==> config.mk <==
export PLATFORM = sky130hd
export DESIGN_NAME = insulation_alarm_relay
export DESIGN_NICKNAME = d
export VERILOG_FILES = /design/src/common/insulation_relay_pkg.sv /design/src/logic/hyst_compare.sv /design/src/logic/insulation_alarm_relay.sv
export SDC_FILE = /design/constraint.sdc
export NUM_CORES = 1
export LEC_CHECK = 0
export CAP_MARGIN = 20
export CORE_ASPECT_RATIO = 1.4
export CORE_UTILIZATION = 55
export CTS_CLUSTER_DIAMETER = 50
export CTS_CLUSTER_SIZE = 30
export DETAILED_ROUTE_END_ITERATION = 8
export DONT_BUFFER_PORTS = 1
export HOLD_SLACK_MARGIN = 0.06
export PLACE_DENSITY_LB_ADDON = 0.15
export SYNTH_ARGS = -nofsm -noshare
export SYNTH_HDL_FRONTEND = slang
export SYNTH_SLANG_ARGS = --single-unit
==> constraint.sdc <==
create_clock -name mclk -period 4.58 [get_ports mclk]
set_input_delay 0.916 -clock mclk [delete_from_list [all_inputs] [get_ports mclk]]
set_output_delay 0.916 -clock mclk [all_outputs]
set_load 0.01 [all_outputs]
==> src/common/insulation_relay_pkg.sv <==
`default_nettype none
package insulation_relay_pkg;
  // register byte offsets
  localparam logic [7:0] CONFIG_OFS = 8'h00;
  localparam logic [7:0] ALARM_THR_OFS = 8'h04;
  localparam logic [7:0] WARN_THR_OFS = 8'h08;
  localparam logic [7:0] COMMAND_OFS = 8'h0c;
  localparam logic [7:0] STATUS_OFS = 8'h10;
  localparam logic [7:0] IRQ_STATUS_OFS = 8'h14;
  localparam logic [7:0] IRQ_MASK_OFS = 8'h18;
  localparam logic [7:0] MEASURE_OFS = 8'h1c;

  // config field positions
  localparam int CFG_INS_FS = 0;
  localparam int CFG_WARN_LO = 1;
  localparam int CFG_INH_LO = 3;
  localparam int CFG_ACK_INH = 5;
  localparam int CFG_RELAY_ACK = 6;
  localparam int CFG_CORR_EN = 7;
  localparam int CFG_TEST_RELAYS = 8;
  localparam int CFG_W = 9;
  // failsafe, mirror, normally open, inhibit acknowledge on, rest off
  localparam logic [8:0] CFG_RESET = 9'h025;

  // command bits
  localparam int CMD_ACK = 0;

  // status bits
  localparam int ST_INS_ALARM = 0;
  localparam int ST_WARN = 1;
  localparam int ST_INHIBITED = 2;
  localparam int ST_INH_ALARM = 3;
  localparam int ST_INOPERATIVE = 4;
  localparam int ST_ALARM_RELAY = 5;
  localparam int ST_WARN_RELAY = 6;
  localparam int ST_ACKED = 7;
  localparam int ST_CLEAR_PULSE = 8;
  localparam int ST_SAFE_CFG = 9;
  localparam int ST_W = 10;

  // interrupt bits
  localparam int IRQ_INS_ALARM = 0;
  localparam int IRQ_WARN = 1;
  localparam int IRQ_INOPERATIVE = 2;
  localparam int IRQ_INH_ALARM = 3;
  localparam int IRQ_FAULT_CLEARED = 4;
  localparam int IRQ_W = 5;

  localparam int RES_W = 16;
  localparam logic [15:0] ALARM_THR_RESET = 16'h0064;
  localparam logic [15:0] WARN_THR_RESET = 16'h01f4;

  // hysteresis: release at threshold plus one fifth (20 percent)
  localparam int HYST_DIV = 5;

  // timing
  localparam int CLK_HZ = 25000000;
  localparam int CLEAR_PULSE_S = 3;
  localparam int CLEAR_PULSE_CYCLES = CLEAR_PULSE_S * CLK_HZ;

  typedef enum logic [1:0] {
    WARN_STANDARD = 2'b00,
    WARN_FAILSAFE = 2'b01,
    WARN_MIRROR = 2'b10
  } warn_mode_e;

  typedef enum logic [1:0] {
    INH_NORM_OPEN = 2'b00,
    INH_NORM_CLOSED = 2'b01,
    INH_OFF = 2'b10
  } inhibit_mode_e;
endpackage
`default_nettype wire

==> src/logic/hyst_compare.sv <==
`timescale 1ns/10ps
`default_nettype none
module hyst_compare
  import insulation_relay_pkg::*;
#(
  parameter int W = RES_W
) (
  // clock and reset
  input wire logic mclk,
  input wire logic rst_n,
  // measurement
  input wire logic enable,
  input wire logic [W-1:0] value,
  input wire logic [W-1:0] threshold,
  // result
  output logic alarm
);
  logic [W:0] releaseLevel;

  assign releaseLevel = {1'b0, threshold} + {1'b0, threshold / W'(HYST_DIV)};

  // set below threshold, release only above threshold plus 20 percent
  always_ff @(posedge mclk or negedge rst_n) begin
    if (!rst_n) begin
      alarm <= 1'b0;
    end else if (enable) begin
      if (value < threshold) begin
        alarm <= 1'b1;
      end else if ({1'b0, value} > releaseLevel) begin
        alarm <= 1'b0;
      end
    end
  end
endmodule // hyst_compare
`default_nettype wire

==> src/logic/insulation_alarm_relay.sv <==
`timescale 1ns/10ps
`default_nettype none
// Operation
// - mirror mode drives early warning relay inverted
// - deficiency or no supply leaves both relays off
// - mirror mode signals warning only by lamp/bus
// - inhibit acknowledge raises alarm on active inhibit
// - inhibit input off ignores every level change
// - safe setup is reset default, reported
// - optional 3s signal when fault disappears
// - optional relay toggle during manual self-test
// - optional acknowledge changing relays, else unchanged
// - no alarm at threshold plus 20 percent; an alarm already set holds there and releases only above it
// - alarm and relay at threshold minus 20 percent
// - 20 percent hysteresis on both thresholds
module insulation_alarm_relay
  import insulation_relay_pkg::*;
#(
  parameter int CLEAR_CYCLES = CLEAR_PULSE_CYCLES
) (
  // clock and reset
  input wire logic mclk,
  input wire logic rst_n,
  // apb slave
  input wire logic psel,
  input wire logic penable,
  input wire logic pwrite,
  input wire logic [7:0] paddr,
  input wire logic [31:0] pwdata,
  output logic [31:0] prdata,
  output logic pready,
  output logic pslverr,
  // measurement and product health
  input wire logic [RES_W-1:0] resistance,
  input wire logic productFault,
  input wire logic selfTestRun,
  // injection inhibition contact, high while closed
  input wire logic inhibitLevel,
  // relays, high while energized
  output logic alarmRelay,
  output logic warnRelay,
  // indications
  output logic warnLamp,
  output logic faultClearedSignal,
  output logic irq
);
  logic rstMeta, rstSync;
  logic [CFG_W-1:0] cfgQ;
  logic [RES_W-1:0] thrQ [2];
  logic [IRQ_W-1:0] irqStatusQ, irqStatusD, irqMaskQ, events;
  logic [IRQ_W-1:0] irqMaskD;
  logic [1:0] levelAlarm;
  logic [3:0] prevQ, levels;
  logic [31:0] clearCntQ;
  logic ackQ, wrDone, accWait, inhibited, inhibitAlarm, alarmEff, warnEff;
  logic alarmShown, warnShown, testToggle, alarmRelayD, warnRelayD;
  logic cfgFs, cfgMirror, safeCfg, clearStart;
  warn_mode_e warnMode;
  inhibit_mode_e inhMode;

  function automatic logic addrMapped(input logic [7:0] a);
    return a == CONFIG_OFS || a == ALARM_THR_OFS || a == WARN_THR_OFS ||
      a == COMMAND_OFS || a == STATUS_OFS || a == IRQ_STATUS_OFS ||
      a == IRQ_MASK_OFS || a == MEASURE_OFS;
  endfunction

  // relay level for an active condition under failsafe or standard action
  function automatic logic relayLevel(input logic fs, input logic active);
    return fs ? !active : active;
  endfunction

  // reset release through two flops
  always_ff @(posedge mclk or negedge rst_n) begin
    if (!rst_n) begin
      rstMeta <= 1'b0;
      rstSync <= 1'b0;
    end else begin
      rstMeta <= 1'b1;
      rstSync <= rstMeta;
    end
  end

  assign warnMode = warn_mode_e'(cfgQ[CFG_WARN_LO +: 2]);
  assign inhMode = inhibit_mode_e'(cfgQ[CFG_INH_LO +: 2]);
  assign cfgFs = cfgQ[CFG_INS_FS];
  assign cfgMirror = warnMode == WARN_MIRROR;

  always_comb begin
    unique case (inhMode)
      INH_NORM_OPEN: inhibited = inhibitLevel;
      INH_NORM_CLOSED: inhibited = !inhibitLevel;
      INH_OFF: inhibited = 1'b0;
      default: inhibited = 1'b0;
    endcase
  end

  assign safeCfg = cfgFs && cfgMirror && (inhMode == INH_NORM_OPEN || inhMode == INH_OFF) &&
    cfgQ[CFG_ACK_INH] && !cfgQ[CFG_RELAY_ACK] && !cfgQ[CFG_CORR_EN] && !cfgQ[CFG_TEST_RELAYS];

  // measurement frozen while injection is inhibited
  generate
    for (genvar i = 0; i < 2; i++) begin : gLevel
      hyst_compare #(.W(RES_W)) uCompare (
        .mclk(mclk),
        .rst_n(rstSync),
        .enable(!inhibited),
        .value(resistance),
        .threshold(thrQ[i]),
        .alarm(levelAlarm[i])
      );
    end
  endgenerate

  assign inhibitAlarm = cfgQ[CFG_ACK_INH] && inhibited;
  assign alarmEff = levelAlarm[0] || inhibitAlarm;
  assign warnEff = levelAlarm[1];
  assign alarmShown = alarmEff && !ackQ;
  assign warnShown = warnEff && !ackQ;
  assign testToggle = selfTestRun && cfgQ[CFG_TEST_RELAYS];

  always_comb begin
    alarmRelayD = !productFault && (relayLevel(cfgFs, alarmShown) ^ testToggle);
    unique case (warnMode)
      WARN_MIRROR: warnRelayD = !productFault && !alarmRelayD;
      WARN_FAILSAFE: warnRelayD = !productFault && (!warnShown ^ testToggle);
      WARN_STANDARD: warnRelayD = !productFault && (warnShown ^ testToggle);
      default: warnRelayD = !productFault && (warnShown ^ testToggle);
    endcase
  end

  always_ff @(posedge mclk or negedge rstSync) begin
    if (!rstSync) begin
      alarmRelay <= 1'b0;
      warnRelay <= 1'b0;
      warnLamp <= 1'b0;
    end else begin
      alarmRelay <= alarmRelayD;
      warnRelay <= warnRelayD;
      warnLamp <= warnEff;
    end
  end

  // apb: one wait state, answer registered
  assign accWait = psel && penable && !pready;
  assign wrDone = psel && penable && pready && pwrite && addrMapped(paddr);

  always_ff @(posedge mclk or negedge rstSync) begin
    if (!rstSync) begin
      pready <= 1'b0;
      pslverr <= 1'b0;
      prdata <= 32'h0000_0000;
    end else begin
      pready <= accWait;
      pslverr <= accWait && !addrMapped(paddr);
      prdata <= 32'h0000_0000;
      if (accWait && !pwrite) begin
        unique case (paddr)
          CONFIG_OFS: prdata <= 32'(cfgQ);
          ALARM_THR_OFS: prdata <= 32'(thrQ[0]);
          WARN_THR_OFS: prdata <= 32'(thrQ[1]);
          STATUS_OFS: prdata <= 32'({safeCfg, faultClearedSignal, ackQ, warnRelay, alarmRelay,
            productFault, inhibitAlarm, inhibited, warnEff, levelAlarm[0]});
          IRQ_STATUS_OFS: prdata <= 32'(irqStatusQ);
          IRQ_MASK_OFS: prdata <= 32'(irqMaskQ);
          MEASURE_OFS: prdata <= 32'(resistance);
          default: prdata <= 32'h0000_0000;
        endcase
      end
    end
  end

  always_ff @(posedge mclk or negedge rstSync) begin
    if (!rstSync) begin
      cfgQ <= CFG_RESET;
      thrQ[0] <= ALARM_THR_RESET;
      thrQ[1] <= WARN_THR_RESET;
      irqMaskQ <= '0;
    end else if (wrDone) begin
      if (paddr == CONFIG_OFS) begin
        cfgQ <= pwdata[CFG_W-1:0];
      end
      if (paddr == ALARM_THR_OFS) begin
        thrQ[0] <= pwdata[RES_W-1:0];
      end
      if (paddr == WARN_THR_OFS) begin
        thrQ[1] <= pwdata[RES_W-1:0];
      end
      if (paddr == IRQ_MASK_OFS) begin
        irqMaskQ <= pwdata[IRQ_W-1:0];
      end
    end
  end

  // acknowledge holds relays at normal only while the option is on
  always_ff @(posedge mclk or negedge rstSync) begin
    if (!rstSync) begin
      ackQ <= 1'b0;
    end else if (!cfgQ[CFG_RELAY_ACK] || !(alarmEff || warnEff)) begin
      ackQ <= 1'b0;
    end else if (wrDone && paddr == COMMAND_OFS && pwdata[CMD_ACK]) begin
      ackQ <= 1'b1;
    end
  end

  // 3 s signal after an insulation fault disappears
  assign clearStart = prevQ[0] && !levelAlarm[0];

  always_ff @(posedge mclk or negedge rstSync) begin
    if (!rstSync) begin
      faultClearedSignal <= 1'b0;
      clearCntQ <= 32'h0000_0000;
    end else if (!cfgQ[CFG_CORR_EN]) begin
      faultClearedSignal <= 1'b0;
      clearCntQ <= 32'h0000_0000;
    end else if (clearStart) begin
      faultClearedSignal <= 1'b1;
      clearCntQ <= 32'(CLEAR_CYCLES - 1);
    end else if (faultClearedSignal) begin
      if (clearCntQ == 32'h0000_0000) begin
        faultClearedSignal <= 1'b0;
      end else begin
        clearCntQ <= clearCntQ - 32'h0000_0001;
      end
    end
  end

  // interrupts: sticky, write one to clear, a new event wins
  assign levels = {inhibitAlarm, productFault, warnEff, levelAlarm[0]};
  assign events = {clearStart, levels & ~prevQ};
  // a mask write reaches irq at the same edge as the new mask
  assign irqMaskD = (wrDone && paddr == IRQ_MASK_OFS) ? pwdata[IRQ_W-1:0] : irqMaskQ;

  always_comb begin
    irqStatusD = irqStatusQ;
    if (wrDone && paddr == IRQ_STATUS_OFS) begin
      irqStatusD = irqStatusD & ~pwdata[IRQ_W-1:0];
    end
    irqStatusD = irqStatusD | events;
  end

  always_ff @(posedge mclk or negedge rstSync) begin
    if (!rstSync) begin
      prevQ <= '0;
      irqStatusQ <= '0;
      irq <= 1'b0;
    end else begin
      prevQ <= levels;
      irqStatusQ <= irqStatusD;
      irq <= |(irqStatusD & irqMaskD);
    end
  end
endmodule // insulation_alarm_relay
`default_nettype wire

==> results.json <==
{
  "hold_viol_final": 0,
  "met3_length_mm": 2.23,
  "path_clk_slew_ns": 0.06,
  "synth_edf_count": 0,
  "switching_power_mw": 0.716,
  "drc": 0,
  "die_area_mm2": 0.0210,
  "die_w_um": 123,
  "synthDistinctLibCells": 101,
  "routabilityCongestion": 0.941,
  "drive_gt1_frac": 0.314,
  "synthCells": 1388,
  "n_antenna_cell": 0,
  "arrival_ns": 9.40,
  "p_comb_frac": 0.081,
  "p_seq_frac": 0.421,
  "yosysTopAreaCell": "dfrtp_1",
  "tightestPinTransition_ns": 1.15,
  "grt_antenna_before_repair": 0,
  "hp-class": "in2async",
  "clockBufferDepth": 2,
  "grt_pass1_vias": 11900,
  "nets": 1817,
  "path_max_fanout": 6,
  "dpl.hpwl_mm": 27.1,
  "slew_viol_final": 0,
  "dominantRegCellSynth": "dfrtp_1",
  "synth.area.top_cells": "dfrtp_1 (23%), ha_1 (11%), o21ai_0 (4.8%), a21oi_1 (4.7%), xnor2_1 (4.4%)",
  "met2_length_mm": 18.6,
  "cts_root_buf": "clkbuf_16",
  "reg2regPathDepth": 49,
  "maxCapViolCount": 0,
  "grt_max_degree": 61,
  "syn_area_mm2": 0.0112,
  "worst_skew_pair.late_latency_ns": 0.43,
  "fmax_ghz": 0.110,
  "critPathMaxStageDelay_ns": 0.46,
  "cts_buffers": 17,
  "dr.pass1.iters": 6,
  "fin_setup_tns_ns": -8.80,
  "syn_area_per_cell_um2": 8.09,
  "synth_common_cells": "nand2_1 (116), nor2_1 (110), o21ai_0 (107)",
  "grt_overflow_total": 0,
  "vdd_ir_drop_max_mv": 0.281,
  "critPathCaptureType": "flop",
  "crit_slowest_cell": "dfrtp_2",
  "pre_cts_ws_ns": -4.45,
  "ctsHoldBuffers": 0,
  "finalCritPeriodShare": 1.98,
  "ios": 103,
  "io_buffers": 0,
  "coreArea_mm2": 0.0199,
  "post-route-util": 0.741,
  "synthToLayoutAreaGrowth_pct": 31.5,
  "cp-start-kind": "flop",
  "crit_family": "compound AO/OA/AOI/OAI gates",
  "avgViaCountPerCell": 6.28,
  "yosysTopAreaCellShare": 0.227,
  "start_util": 0.564,
  "leakage_nw": 6.66,
  "fin_crit_ns": 9.07,
  "violations": "negative setup slack",
  "track_usage": 0.350,
  "path_depth": 49,
  "p_per_area_mw_per_mm2": 178,
  "cts_tree": "built",
  "drtIter0Drc": 810,
  "critical_path_class": "reg2reg",
  "yosysMostFrequentCell": "nand2_1",
  "rsz0062_at_grt": "yes",
  "yosys_warnings": 0,
  "maxSlewHeadroom": 0.226,
  "power.share.clock": 0.498,
  "wl_mm": 36.8,
  "routedWlPerCell_um": 19.2,
  "setup_slack_ns": -4.49,
  "grt_pass1_wl_mm": 57.7,
  "vias": 12100,
  "crit_required_ns": 4.91,
  "yosysSeqAreaShare": 0.255,
  "die_y_um": 171,
  "htree_num_levels": 4,
  "synth_seq_cells": 114,
  "highest_layer": "met4",
  "clock_skew_ns": 0.00804,
  "rows": 61,
  "ant_nets": 0,
  "wirelength_met1_mm": 14.3,
  "path_buf_inv": 2,
  "path_common_cell": "a21oi_2",
  "intPower_mw": 1.92,
  "status": "finished with violations",
  "cts.sinks": 114,
  "finalSetupViolCount": 2,
  "async_flop_share": 1.00,
  "swShare": 0.272
}
-- power groups by stage --
stage / clock (mW) / sequential, mW / combinational [mW]
floorplan: 0 / 1.12 / 0.150
global placement: 0 / 1.12 / 0.200
detailed placement: 0 / 1.12 / 0.211
CTS: 1.32 / 1.11 / 0.213
global route: 1.36 / 1.11 / 0.242
finish: 1.31 / 1.11 / 0.214
-- repair_timing --
action                     CTS  global route
setup buffers               14            11
pin swaps                   19            31
cloned                       0             0
setup endpoints to repair    2             2
resized for setup           28            69
-- kinds of logic (layout without fill, tap and decap cells) --
group,Yosys count,after routing,share of synthesized area
xor+xnor,70,70,0.0546
flops,114,114,0.255
buf+inv,168,434,0.0656
mux,18,18,0.0182
fa+ha+maj,99,99,0.111
other cells,2,17,0.000669
simple gates,435,435,0.195
compound gates,482,482,0.299
-- placed cells by master, fill, tap and decap left out, drive strengths merged, types with 33 or more instances in the layout --
cell type  netlist  final
a21oi          109    109
nor2           112    112
nor3            40     40
a21o            33     33
nand2          116    116
ha              95     95
nand3           34     34
xnor2           56     56
buf             46    326
dfrtp          102    102
inv             65     72
o21ai          114    114
-- through the flow --
stage | instances | instance area, um2 | hold slack [ns] | total power [mW]
2_1_floorplan | 1403 | 11400 | 0.331 | 1.27
3_3_place_gp | 1864 | 13600 | 0.342 | 1.32
3_5_place_dp | 1864 | 13600 | 0.346 | 1.33
4_1_cts | 1910 | 14400 | 0.160 | 2.64
5_1_grt | 1921 | 14800 | 0.161 | 2.71
6_report | 1921 | 14800 | 0.173 | 2.63
-- layer usage --
layer  up-vias  GRT usage
li1       5684          -
met1      5760      0.391
met2       475      0.623
met3       148     0.0550
met4         0      0.194
met5         -          0
-- layout make-up --
| type | count | area [um2] |
|---|---|---|
| timing repair buffer | 327 | 2510 |
| multi-input combinational | 1121 | 8200 |
| inverter | 75 | 282 |
| tap | 252 | 315 |
| fill | 1539 | 5150 |
| clock inverter | 15 | 150 |
| clock buffer | 17 | 425 |
| sequential | 114 | 2880 |
-- flip-flops by register name (all words and copies together) (netlist names), 2 cells and up --
register and count:
gLevel.uCompare.alarm 2, prdata 16, irqStatusQ 5, irqMaskQ 5, clearCntQ 32, thrQ 32, cfgQ 9, prevQ 4
-- worst paths after layout --
| kind | end | slack [ns] | from |
|---|---|---|---|
| max | gLevel[0].uCompare.alarm$_DFFE_PN0P_ | -4.49 | thrQ[27]$_DFFE_PN0P_ |
| min | rstSync$_DFF_PN0_ | 0.17 | rst_n |
| max reg2reg | gLevel[0].uCompare.alarm$_DFFE_PN0P_ | -4.49 | thrQ[27]$_DFFE_PN0P_ |
| min reg2reg | rstSync$_DFF_PN0_ | 0.35 | rstMeta$_DFF_PN0_ |
| max in group asynchronous | thrQ[1]$_DFFE_PN0P_ | 3.56 | rstSync$_DFF_PN0_ |
| min in group mclk | rstSync$_DFF_PN0_ | 0.35 | rstMeta$_DFF_PN0_ |
Power figures use the tool's default switching activity.
